--- config.mk ---
export PLATFORM = sky130hd
export DESIGN_NAME = rpis_top
export DESIGN_NICKNAME = d
export VERILOG_FILES = /design/src/pkg/rpis_pkg.sv /design/src/hdl/rpis_sticky_flags.sv /design/src/hdl/rpis_change_detect.sv /design/src/hdl/rpis_top.sv
export VERILOG_INCLUDE_DIRS = /design/src /design/src/pkg
export SDC_FILE = /design/constraint.sdc
export NUM_CORES = 1
export LEC_CHECK = 0
export ABC_CLOCK_PERIOD_IN_PS = 2900
export BUFFER_PORTS_ARGS = -buffer_cell sky130_fd_sc_hd__buf_2
export CAP_MARGIN = 15
export CORE_MARGIN = 2
export CORE_UTILIZATION = 50
export CTS_CLUSTER_DIAMETER = 60
export DETAILED_ROUTE_END_ITERATION = 10
export GPL_ROUTABILITY_DRIVEN = 0
export PLACE_DENSITY = 0.84
export REMOVE_ABC_BUFFERS = 1
export SETUP_SLACK_MARGIN = 0.02
export SYNTH_ARGS = -nofsm -noshare
export SYNTH_HDL_FRONTEND = slang
export SYNTH_SLANG_ARGS = --single-unit
--- constraint.sdc ---
create_clock -name core_clk -period 2.9 [get_ports core_clk]
set_input_delay 0.29 -clock core_clk [delete_from_list [all_inputs] [get_ports core_clk]]
set_output_delay 0.29 -clock core_clk [all_outputs]
set_load 0.05 [all_outputs]
--- src/pkg/rpis_defs.svh ---
`ifndef RPIS_DEFS_SVH
`define RPIS_DEFS_SVH

// register offsets
`define RPIS_ADDR_ISR_HI 8'hDA
`define RPIS_ADDR_ISR_LO 8'hDB
`define RPIS_ADDR_IE_HI 8'hD8
`define RPIS_ADDR_IE_LO 8'hD9

// reset values
`define RPIS_RESET_BYTE 8'h00
`define RPIS_RESET_BIT 1'b0

// implemented bits; reserved bits read zero
`define RPIS_HI_MASK 8'h07
`define RPIS_LO_MASK 8'h77

// which detailed status read clears which flag
`define RPIS_HI_CLR_FIRST 8'h03
`define RPIS_HI_CLR_SECOND 8'h04
`define RPIS_LO_CLR_FIRST 8'h07
`define RPIS_LO_CLR_SECOND 8'h70

// upper register bit positions
`define RPIS_HI_ENC_BIT 2
`define RPIS_HI_SEQ_BIT 1
`define RPIS_HI_CRC_BIT 0

// lower register bit positions
`define RPIS_LO_LEN_BIT 6
`define RPIS_LO_CNT_BIT 5
`define RPIS_LO_OVF_BIT 4
`define RPIS_LO_PAR_BIT 2
`define RPIS_LO_PORT_BIT 1
`define RPIS_LO_LOCK_BIT 0

// change detector lanes
`define RPIS_CHG_LOCK 0
`define RPIS_CHG_PORT 1

`endif

--- src/pkg/rpis_pkg.sv ---
`default_nettype none
package rpis_pkg;

	typedef struct packed {
		logic irq;
		logic rd_valid;
		logic [7:0] rdata;
		logic [7:0] en_hi;
		logic [7:0] en_lo;
	} rpis_top_state_type;

	typedef struct packed {
		logic [7:0] flags;
	} rpis_flag_state_type;

	typedef struct packed {
		logic armed;
		logic [1:0] prev;
	} rpis_chg_state_type;

endpackage
`default_nettype wire

--- src/hdl/rpis_sticky_flags.sv ---
`timescale 1ns/1ps
`default_nettype none
`include "rpis_defs.svh"

module rpis_sticky_flags #(
	parameter logic [7:0] VALID_MASK = `RPIS_HI_MASK
) (
	// clock and reset
	input wire logic core_clk,
	input wire logic reset,
	// event and clear strobes
	input wire logic [7:0] set_bits,
	input wire logic [7:0] clear_bits,
	// latched flags
	output logic [7:0] flags
);

	rpis_pkg::rpis_flag_state_type state_ff;
	rpis_pkg::rpis_flag_state_type nxt_state;

	// set beats clear so an event in the clearing cycle survives
	always_comb begin
		nxt_state = state_ff;
		nxt_state.flags = ((state_ff.flags & ~clear_bits) | set_bits) & VALID_MASK;
	end

	always_ff @(posedge core_clk) begin
		if (reset) begin
			state_ff.flags <= `RPIS_RESET_BYTE;
		end else begin
			state_ff <= nxt_state;
		end
	end

	assign flags = state_ff.flags;

endmodule
`default_nettype wire

--- src/hdl/rpis_change_detect.sv ---
`timescale 1ns/1ps
`default_nettype none
`include "rpis_defs.svh"

module rpis_change_detect (
	// clock and reset
	input wire logic core_clk,
	input wire logic reset,
	// watched levels
	input wire logic [1:0] levels,
	// one-cycle change pulses
	output logic [1:0] changed
);

	rpis_pkg::rpis_chg_state_type state_ff;
	rpis_pkg::rpis_chg_state_type nxt_state;

	always_comb begin
		nxt_state = state_ff;
		nxt_state.armed = 1'b1;
		nxt_state.prev = levels;
	end

	// first cycle after reset only samples, so a high level is not a change
	assign changed = state_ff.armed ? (levels ^ state_ff.prev) : 2'h0;

	always_ff @(posedge core_clk) begin
		if (reset) begin
			state_ff.armed <= `RPIS_RESET_BIT;
			state_ff.prev <= {2{`RPIS_RESET_BIT}};
		end else begin
			state_ff <= nxt_state;
		end
	end

endmodule
`default_nettype wire

--- src/hdl/rpis_top.sv ---
// How it works
// - encoding error sets upper bit 2, second-read clears
// - sequence error sets upper bit 1, first-read clears
// - control crc error sets upper bit 0
// - line length change sets lower bit 6
// - line count change sets lower bit 5
// - receive overflow sets lower bit 4
// - parity error sets lower bit 2
// - port-valid change sets lower bit 1
// - upper reserved bits read zero, reset zero
// - lock enable routes lock change to interrupt
// - lock change sets lower bit 0
// - parity enable routes parity error to interrupt
`timescale 1ns/1ps
`default_nettype none
`include "rpis_defs.svh"

module rpis_top (
	// clock and reset
	input wire logic core_clk,
	input wire logic reset,
	// register access
	input wire logic reg_wr,
	input wire logic reg_rd,
	input wire logic [7:0] reg_addr,
	input wire logic [7:0] reg_wdata,
	output logic [7:0] reg_rdata,
	output logic reg_rd_valid,
	// reads of the detailed status registers
	input wire logic status_first_read,
	input wire logic status_second_read,
	// receiver event pulses
	input wire logic encoding_error_event,
	input wire logic sequence_error_event,
	input wire logic crc_error_event,
	input wire logic line_length_change_event,
	input wire logic line_count_change_event,
	input wire logic overflow_event,
	input wire logic parity_error_event,
	// receiver levels
	input wire logic port_valid,
	input wire logic lock_status,
	// interrupt
	output logic irq
);

	rpis_pkg::rpis_top_state_type st_ff;
	rpis_pkg::rpis_top_state_type nxt_st;

	logic [7:0] set_hi;
	logic [7:0] set_lo;
	logic [7:0] clr_hi;
	logic [7:0] clr_lo;
	logic [7:0] flags_hi;
	logic [7:0] flags_lo;
	logic [1:0] changed;

	function automatic logic [7:0] read_mux(input logic [7:0] addr, input logic [7:0] fhi,
		input logic [7:0] flo, input logic [7:0] ehi, input logic [7:0] elo);
		logic [7:0] r;
		r = `RPIS_RESET_BYTE;
		case (addr)
			`RPIS_ADDR_ISR_HI: r = fhi & `RPIS_HI_MASK;
			`RPIS_ADDR_ISR_LO: r = flo & `RPIS_LO_MASK;
			`RPIS_ADDR_IE_HI: r = ehi;
			`RPIS_ADDR_IE_LO: r = elo;
			default: r = `RPIS_RESET_BYTE;
		endcase
		return r;
	endfunction

	rpis_change_detect u_chg (
		.core_clk(core_clk),
		.reset(reset),
		.levels({port_valid, lock_status}),
		.changed(changed)
	);

	always_comb begin
		set_hi = `RPIS_RESET_BYTE;
		set_hi[`RPIS_HI_ENC_BIT] = encoding_error_event;
		set_hi[`RPIS_HI_SEQ_BIT] = sequence_error_event;
		set_hi[`RPIS_HI_CRC_BIT] = crc_error_event;
		set_lo = `RPIS_RESET_BYTE;
		set_lo[`RPIS_LO_LEN_BIT] = line_length_change_event;
		set_lo[`RPIS_LO_CNT_BIT] = line_count_change_event;
		set_lo[`RPIS_LO_OVF_BIT] = overflow_event;
		set_lo[`RPIS_LO_PAR_BIT] = parity_error_event;
		set_lo[`RPIS_LO_PORT_BIT] = changed[`RPIS_CHG_PORT];
		set_lo[`RPIS_LO_LOCK_BIT] = changed[`RPIS_CHG_LOCK];
	end

	// clearing is tied to the detailed status reads, not to reads of these registers
	always_comb begin
		clr_hi = (status_first_read ? `RPIS_HI_CLR_FIRST : `RPIS_RESET_BYTE)
			| (status_second_read ? `RPIS_HI_CLR_SECOND : `RPIS_RESET_BYTE);
		clr_lo = (status_first_read ? `RPIS_LO_CLR_FIRST : `RPIS_RESET_BYTE)
			| (status_second_read ? `RPIS_LO_CLR_SECOND : `RPIS_RESET_BYTE);
	end

	rpis_sticky_flags #(
		.VALID_MASK(`RPIS_HI_MASK)
	) u_flags_hi (
		.core_clk(core_clk),
		.reset(reset),
		.set_bits(set_hi),
		.clear_bits(clr_hi),
		.flags(flags_hi)
	);

	rpis_sticky_flags #(
		.VALID_MASK(`RPIS_LO_MASK)
	) u_flags_lo (
		.core_clk(core_clk),
		.reset(reset),
		.set_bits(set_lo),
		.clear_bits(clr_lo),
		.flags(flags_lo)
	);

	always_comb begin
		nxt_st = st_ff;
		nxt_st.rd_valid = 1'b0;
		if (reg_wr) begin
			case (reg_addr)
				`RPIS_ADDR_IE_HI: nxt_st.en_hi = reg_wdata & `RPIS_HI_MASK;
				`RPIS_ADDR_IE_LO: nxt_st.en_lo = reg_wdata & `RPIS_LO_MASK;
				default: nxt_st = nxt_st;
			endcase
		end
		if (reg_rd) begin
			nxt_st.rd_valid = 1'b1;
			nxt_st.rdata = read_mux(reg_addr, flags_hi, flags_lo, st_ff.en_hi, st_ff.en_lo);
		end
		// one cycle behind the flags, in exchange for a flop-driven pin
		nxt_st.irq = |((flags_hi & st_ff.en_hi) | (flags_lo & st_ff.en_lo));
	end

	always_ff @(posedge core_clk) begin
		if (reset) begin
			st_ff.irq <= `RPIS_RESET_BIT;
			st_ff.rd_valid <= `RPIS_RESET_BIT;
			st_ff.rdata <= `RPIS_RESET_BYTE;
			st_ff.en_hi <= `RPIS_RESET_BYTE;
			st_ff.en_lo <= `RPIS_RESET_BYTE;
		end else begin
			st_ff <= nxt_st;
		end
	end

	assign irq = st_ff.irq;
	assign reg_rdata = st_ff.rdata;
	assign reg_rd_valid = st_ff.rd_valid;

	enc_flag_set_a: assert property (
		@(posedge core_clk) disable iff (reset)
		encoding_error_event |=> flags_hi[`RPIS_HI_ENC_BIT])
		else $error("encoding error flag not set");

	enc_flag_clear_a: assert property (
		@(posedge core_clk) disable iff (reset)
		status_second_read && !encoding_error_event |=> !flags_hi[`RPIS_HI_ENC_BIT])
		else $error("encoding error flag not cleared");

	seq_flag_life_a: assert property (
		@(posedge core_clk) disable iff (reset)
		sequence_error_event ##1 (!status_first_read && !sequence_error_event)
		|=> flags_hi[`RPIS_HI_SEQ_BIT])
		else $error("sequence error flag lost before clear");

	seq_flag_clear_a: assert property (
		@(posedge core_clk) disable iff (reset)
		status_first_read && !sequence_error_event |=> !flags_hi[`RPIS_HI_SEQ_BIT])
		else $error("sequence error flag not cleared");

	crc_flag_set_a: assert property (
		@(posedge core_clk) disable iff (reset)
		crc_error_event && status_first_read |=> flags_hi[`RPIS_HI_CRC_BIT])
		else $error("crc flag lost to clear");

	len_flag_track_a: assert property (
		@(posedge core_clk) disable iff (reset)
		flags_lo[`RPIS_LO_LEN_BIT] && !$past(flags_lo[`RPIS_LO_LEN_BIT])
		|-> $past(line_length_change_event))
		else $error("line length flag set without cause");

	cnt_flag_clear_a: assert property (
		@(posedge core_clk) disable iff (reset)
		status_second_read && !line_count_change_event |=> !flags_lo[`RPIS_LO_CNT_BIT])
		else $error("line count flag not cleared");

	ovf_flag_hold_a: assert property (
		@(posedge core_clk) disable iff (reset)
		flags_lo[`RPIS_LO_OVF_BIT] && !status_second_read |=> flags_lo[`RPIS_LO_OVF_BIT])
		else $error("overflow flag dropped without clear");

	par_flag_clear_a: assert property (
		@(posedge core_clk) disable iff (reset)
		status_first_read && !parity_error_event |=> !flags_lo[`RPIS_LO_PAR_BIT])
		else $error("parity flag not cleared");

	port_chg_flag_a: assert property (
		@(posedge core_clk) disable iff (reset)
		changed[`RPIS_CHG_PORT] |=> flags_lo[`RPIS_LO_PORT_BIT])
		else $error("port valid change not latched");

	hi_reserved_zero_a: assert property (
		@(posedge core_clk) disable iff (reset)
		reg_rd && reg_addr == `RPIS_ADDR_ISR_HI |=> reg_rd_valid && reg_rdata[7:3] == 5'h0
		&& reg_rdata[2:0] == $past(flags_hi[2:0]))
		else $error("upper status read wrong");

	lock_irq_path_a: assert property (
		@(posedge core_clk) disable iff (reset)
		flags_lo[`RPIS_LO_LOCK_BIT] && st_ff.en_lo[`RPIS_LO_LOCK_BIT] |=> irq)
		else $error("enabled lock change gave no interrupt");

	lock_flag_set_a: assert property (
		@(posedge core_clk) disable iff (reset)
		changed[`RPIS_CHG_LOCK] ##1 !status_first_read |-> flags_lo[`RPIS_LO_LOCK_BIT])
		else $error("lock change not latched");

	par_irq_path_a: assert property (
		@(posedge core_clk) disable iff (reset)
		parity_error_event && st_ff.en_lo[`RPIS_LO_PAR_BIT] && !reg_wr |=> ##1 irq)
		else $error("enabled parity error gave no interrupt");

	irq_quiet_a: assert property (
		@(posedge core_clk) disable iff (reset)
		((flags_hi & st_ff.en_hi) == 8'h00) && ((flags_lo & st_ff.en_lo) == 8'h00) |=> !irq)
		else $error("interrupt without enabled flag");

	seq_flag_set_a: assert property (
		@(posedge core_clk) disable iff (reset)
		sequence_error_event |=> flags_hi[`RPIS_HI_SEQ_BIT])
		else $error("sequence error flag not set");

	crc_flag_clear_a: assert property (
		@(posedge core_clk) disable iff (reset)
		status_first_read && !crc_error_event |=> !flags_hi[`RPIS_HI_CRC_BIT])
		else $error("crc flag not cleared");

	len_flag_clear_a: assert property (
		@(posedge core_clk) disable iff (reset)
		status_second_read && !line_length_change_event |=> !flags_lo[`RPIS_LO_LEN_BIT])
		else $error("line length flag not cleared");

	cnt_flag_set_a: assert property (
		@(posedge core_clk) disable iff (reset)
		line_count_change_event |=> flags_lo[`RPIS_LO_CNT_BIT])
		else $error("line count flag not set");

	ovf_flag_set_a: assert property (
		@(posedge core_clk) disable iff (reset)
		overflow_event |=> flags_lo[`RPIS_LO_OVF_BIT])
		else $error("overflow flag not set");

	par_flag_set_a: assert property (
		@(posedge core_clk) disable iff (reset)
		parity_error_event |=> flags_lo[`RPIS_LO_PAR_BIT])
		else $error("parity flag not set");

	port_flag_clear_a: assert property (
		@(posedge core_clk) disable iff (reset)
		status_first_read && !changed[`RPIS_CHG_PORT] |=> !flags_lo[`RPIS_LO_PORT_BIT])
		else $error("port valid change flag not cleared");

	lo_status_read_a: assert property (
		@(posedge core_clk) disable iff (reset)
		reg_rd && reg_addr == `RPIS_ADDR_ISR_LO |=> reg_rd_valid && reg_rdata == $past(flags_lo)
		&& (reg_rdata & ~`RPIS_LO_MASK) == `RPIS_RESET_BYTE)
		else $error("lower status read wrong");

	lock_flag_clear_a: assert property (
		@(posedge core_clk) disable iff (reset)
		status_first_read && !changed[`RPIS_CHG_LOCK] |=> !flags_lo[`RPIS_LO_LOCK_BIT])
		else $error("lock change flag not cleared");

	enable_reset_a: assert property (
		@(posedge core_clk)
		reset |=> st_ff.en_hi == `RPIS_RESET_BYTE && st_ff.en_lo == `RPIS_RESET_BYTE && !irq)
		else $error("enables or interrupt not reset");

	flags_reset_a: assert property (
		@(posedge core_clk)
		reset |=> flags_hi == `RPIS_RESET_BYTE && flags_lo == `RPIS_RESET_BYTE)
		else $error("status flags not reset");

	rdata_hold_a: assert property (
		@(posedge core_clk) disable iff (reset)
		!reg_rd |=> $stable(reg_rdata))
		else $error("read data changed without a read");

	en_write_a: assert property (
		@(posedge core_clk) disable iff (reset)
		reg_wr && reg_addr == `RPIS_ADDR_IE_LO |=> st_ff.en_lo == ($past(reg_wdata) & `RPIS_LO_MASK))
		else $error("lower enable write lost");

	rd_valid_pulse_a: assert property (
		@(posedge core_clk) disable iff (reset)
		!reg_rd |=> !reg_rd_valid)
		else $error("read valid without a read");

endmodule
`default_nettype wire

# Yosys cells after proc, flatten, opt, wreduce, memory -nomap -nowiden
# Cells that the tools add are included.
[word_totals] out_inout_bits=10 wordCells=36 regBits=31 inputBits=31
[classes] n_eq_ne=4 n_reduce_logical=3 bitwise_logic=12 mux=8
[op_table] cell="8-bit == test (second input constant)" count=4
[op_table] cell="7-bit case mux with 4 select lines" count=1
[op_table] cell="7-bit bitwise AND" count=2
[op_table] cell="3-bit two-way mux" count=3
[op_table] cell="9-bit two-way mux" count=1
[op_table] cell="8-bit OR" count=1
[op_table] cell="8-bit OR reduction" count=1
[op_table] cell="7-bit two-way mux" count=1
[op_table] cell="7-bit NOT" count=1
[op_table] cell="3-bit by 7-bit OR with 7-bit output" count=1
[op_table] cell="7-bit OR" count=1
[op_table] cell="3-bit bitwise AND" count=2
[op_table] cell="2-bit two-way mux" count=2
[op_table] cell="2-bit AND reduction" count=2
[op_table] cell="3-bit NOT" count=1
[op_table] cell="2-bit by 3-bit OR with 3-bit output" count=1
[op_table] cell="3-bit OR" count=1
[op_table] cell="2-bit bitwise XOR" count=1

# Longest topological paths before layout
[depth] ltp_word=5 depth_mapped=5 mapped_depth_nobuf=3

# Modules after synthesis
# From an unflattened synthesis, not the netlist that was laid out.
[hier_totals] hier_cells=143 area_unflattened_um2=1463.9
[modules_own_cells] mod="rpis_top" n_inst=1 seq_area_each_um2=340.3 cells_each=88 area_each_um2=937.1
[modules_own_cells] mod="rpis_sticky_flags at u_flags_lo" n_inst=1 seq_area_each_um2=120.1 cells_each=27 area_each_um2=274.0
[modules_own_cells] mod="rpis_sticky_flags at u_flags_hi" n_inst=1 seq_area_each_um2=60.1 cells_each=18 area_each_um2=146.4
[modules_own_cells] mod="rpis_change_detect" n_inst=1 seq_area_each_um2=60.1 cells_each=10 area_each_um2=106.4

# Least setup slack after synthesis
# Ideal clock, no wire load.
[synth_timing] path_type="input to register" start="input port reg_addr[5]" end="register st_ff[0] (netlist name)" t_required_ns=2.828 cell_stages=4 setup_slack_ns=1.724 t_arrival_ns=1.104 setup_ns=0.072 n_path_buf=1 path_cell_list="and4bb_2 -> and4b_1 -> buf_6 -> mux2i_1"
[synth_via] elab_chain_cells=2
[synth_lines] item="start: declaration" line="rpis_top.sv:25" text="input wire logic [7:0] reg_addr,"
[synth_lines] item="8-bit == test" line="rpis_top.sv:125" text="case (reg_addr)"
[synth_lines] item="2-bit AND reduction (no source line)"
[synth_lines] item="end signal: assignment" line="rpis_top.sv:147" text="st_ff <= nxt_st;"
[synth_lines] item="end: declaration" line="rpis_top.sv:47" text="rpis_pkg::rpis_top_state_type st_ff;"
# No other way between the ends.
# A chain may end at the register's enable or synchronous reset.

# Final worst setup path
[layout_timing] start="input port reset" end="register st_ff, in the netlist reg_rdata[0]"
[layout_lines] item="start: declaration" line="rpis_top.sv:21" text="input wire logic reset,"
# No word-level cell between the ends.

==> impl_results.md <==
- Post-synth EDFFs: 0
- Via/cell ratio: 5.39
- Synth unique cells: 28
- Post-synthesis simple-gate area fraction: 15.6%
- Yosys top cell area share: 46.5%
- Synth area leaders: dfxtp_1 (47%), mux2i_1 (7.2%), mux4_1 (6.3%), nand2_1 (5.4%), buf_4 (4.8%)
- # DRC: 0
- Placed inst area: 1370 um2
- RSZ-0062 raised after global routing: false
- Fraction of layout cells with a size suffix above 1: 29.7%
- Register area share after synthesis: 46.5%
- Fillers: 225
- Total gr overflow: 0
- Vias in the first global route: 956
- Hold Path Depth: 3
- Crit path buffers/inverters: 2
- Synth top cells by count: dfxtp_1 (29), nand2_1 (18), a21oi_1 (10), mux2i_1 (9), nor2_1 (9)
- Adder-cell share of the synthesized area: 0%
- Largest net degree at the start of global routing: 20
- TritonCTS clock tree: done
- Area grow syn2layout: 13.9%
- Worst vdd ir: 0.378 mV
- Crit path time final: 1270 ps
- Post-Syn Area: 1250 um2
- TritonRoute pass-1 iters: 4
- Asr flop ratio synth: 0%
- Worst Setup EP: reg_rdata[0]$_SDFFE_PP0P_
- Num CTS Buffers: 5
- Cell Count, Final, Fillers Out: 185
- DIE AREA: 2910 um2
- RR Endpoint: reg_rdata[1]$_SDFFE_PP0P_
- Most numerous cell in the Yosys netlist: dfxtp_1
- Clk Latency, worst-skew pair: 310 ps
- Skew final: 1.85 ps
- Leakage: 0.645 nW
- Finished Cell Area: 1420 um2
- Synthesized instance count: 123
- Synth warn: 0
- Reg2Reg Launch Point: st_ff[1]$_SDFFE_PP0P_
- Overall power: 0.706 mW
- IO Port Bufs: 36
- Top delay family on crit path: buffers and inverters
- Clock tree buffer depth: 2
- Crit Path Class: primary input to register
- CTS Sinks: 29
- Worst Hold Class: primary input to register
- Max cap viols: 0
- Routed vias: 998
- Antenna violations before repair: 0
- Status: complete, no violations
- Row count: 18
- Cts repair resizes: 0
- Initial Utilization: 51.8%
- Synthesized flop and latch total: 29
- DR iter-0 viols: 20
- WL final: 2500 um
- Reg2Reg Depth: 2
- Setup Fix Bufs, Post-CTS: 0
- Crit. End Element: register
- Post-Synth XOR/XNOR Area: 1.40%
- CP startpoint kind: primary input
- Main combinational cell family by area after synthesis: multiplexers
- DP Cell Count: 177
- H-tree levels: 2
- Critical path's largest stage delay: 490 ps
- Critical Path Source: reset
- Crit-path cells: buf_2, clkinv_1, a32o_1
- Final setup vio count: 0
- Worst Path Arrival: 1480 ps
- Data required time of the worst path: 3100 ps
- HPWL Detailed: 1950 um
- Mux share of post-synthesis cell area: 16.2%
- Worst Hold Slack: 189 ps
- First-pass GRT wire length: 3930 um
- Max Clk Rate: 785 MHz
- Setup TNS: 0 ps
- WL/cell: 13.5 um
- Syn Area/Cell: 10.1 um2
- Core ar.: 2410 um2
- Die height: 54.0 um
- R2R setup slack: 1730 ps
- CTS clk-pin slew, worst paths: 80 ps
- Final hold vios: 0
- Crit path depth: 3
- Pwr Density: 497 nW/um2
- Final Slew Violations: 0
- Final #Nets: 185
- Final ANT Viol Nets: 0
- CTS Hold Bufs: 0
- Die X: 54.0 um
- Largest area contributor in the netlist: dfxtp_1
- # IOs: 41
- Ant. Diodes: 0
- Primary FF master, synth: dfxtp_1
- Slowest stage cell, crit path: clkinv_1
- Final period util: 43.9%
- Total GRT Usage: 19.1%
- Clock root buffer: clkbuf_4
- CP max FO: 19
- Compound-cell area share of the yosys netlist: 10.9%
==> cell families (layout without fill, tap and decap cells) <==
group | Yosys count | count (layout)
other | 1 | 2
buffers and inverters | 17 | 48
AO/OA/AOI/OAI | 20 | 20
AND/OR/NAND/NOR | 39 | 39
multiplexers | 15 | 15
flip-flops | 29 | 29
XOR/XNOR | 2 | 2
==> worst min path at each step <==
stage / start / end
global route: line_count_change_event / u_flags_lo.flags[5]$_SDFF_PP0_
floorplan: reset / reg_rdata[4]$_SDFFE_PP0P_
global placement: reg_rdata[6]$_SDFFE_PP0P_ / reg_rdata[6]$_SDFFE_PP0P_
detailed placement: reg_rdata[6]$_SDFFE_PP0P_ / reg_rdata[6]$_SDFFE_PP0P_
CTS: line_count_change_event / u_flags_lo.flags[5]$_SDFF_PP0_
finish: line_count_change_event / u_flags_lo.flags[5]$_SDFF_PP0_
==> sequential cells by signal (all words and copies together) (netlist names) <==
signal and flops:
reg_rd_valid 1, u_flags_lo.flags 6, st_ff 9, irq 1
u_flags_hi.flags 3, u_chg.state_ff 3, reg_rdata 6
==> worst reg2reg max path, stage by stage (launching register included) <==
cell,delay (ps)
dfxtp_1,340
mux4_1,520
a32o_1,220
==> where the power goes <==
group          internal (mW)  switching (mW)
Sequential             0.409         0.00836
Clock                 0.0965           0.123
Combinational         0.0304          0.0383
==> layout make-up <==
class                      count  area, um2  share of cell area, %
sequential                    29        581                   40.8
inverter                       4       15.0                   1.06
multi-input combinational     78        559                   39.3
tap                           30       37.5                   2.64
clock buffer                   8       48.8                   3.43
timing repair buffer          36        180                   12.7
==> metal layers <==
metal  vias to the layer above  routed length (um)  global-route usage (%)
met1                       467                1010                    21.0
met3                         4                 191                    5.00
met5                         -                   0                       0
met2                        37                1280                    34.6
li1                        490                   -                       -
met4                         0                  27                    7.69
==> stage by stage <==
step	setup WS, ps	utilization, %
floorplan	1640	-
global placement	1360	57.0
detailed placement	1340	57.0
CTS	1660	59.0
global route	1530	59.0
finish	1630	59.0
==> layout by cell type (no fill, tap or decap) <==
cell / netlist / routed
a32o_1: 3 / 3
nor2_1: 9 / 9
a221oi_1: 1 / 1
clkinv_1: 1 / 1
buf_2: 2 / 36
a222oi_1: 1 / 1
a22oi_1: 3 / 3
dfxtp_1: 29 / 29
nand4_1: 4 / 4
clkbuf_1: 1 / 3
xor2_1: 2 / 2
nand2_1: 18 / 18
nor2b_1: 3 / 3
mux2_2: 3 / 3
and3_4: 1 / 1
inv_1: 3 / 3
a22o_1: 1 / 1
and4bb_2: 1 / 1
conb_1: 1 / 2
mux4_1: 3 / 3
and4b_1: 1 / 1
and4_1: 1 / 1
mux2i_1: 9 / 9
clkbuf_4: 0 / 5
nor3b_1: 1 / 1
a21oi_1: 10 / 10
a31oi_1: 1 / 1
(Power assumes the default switching activity.)
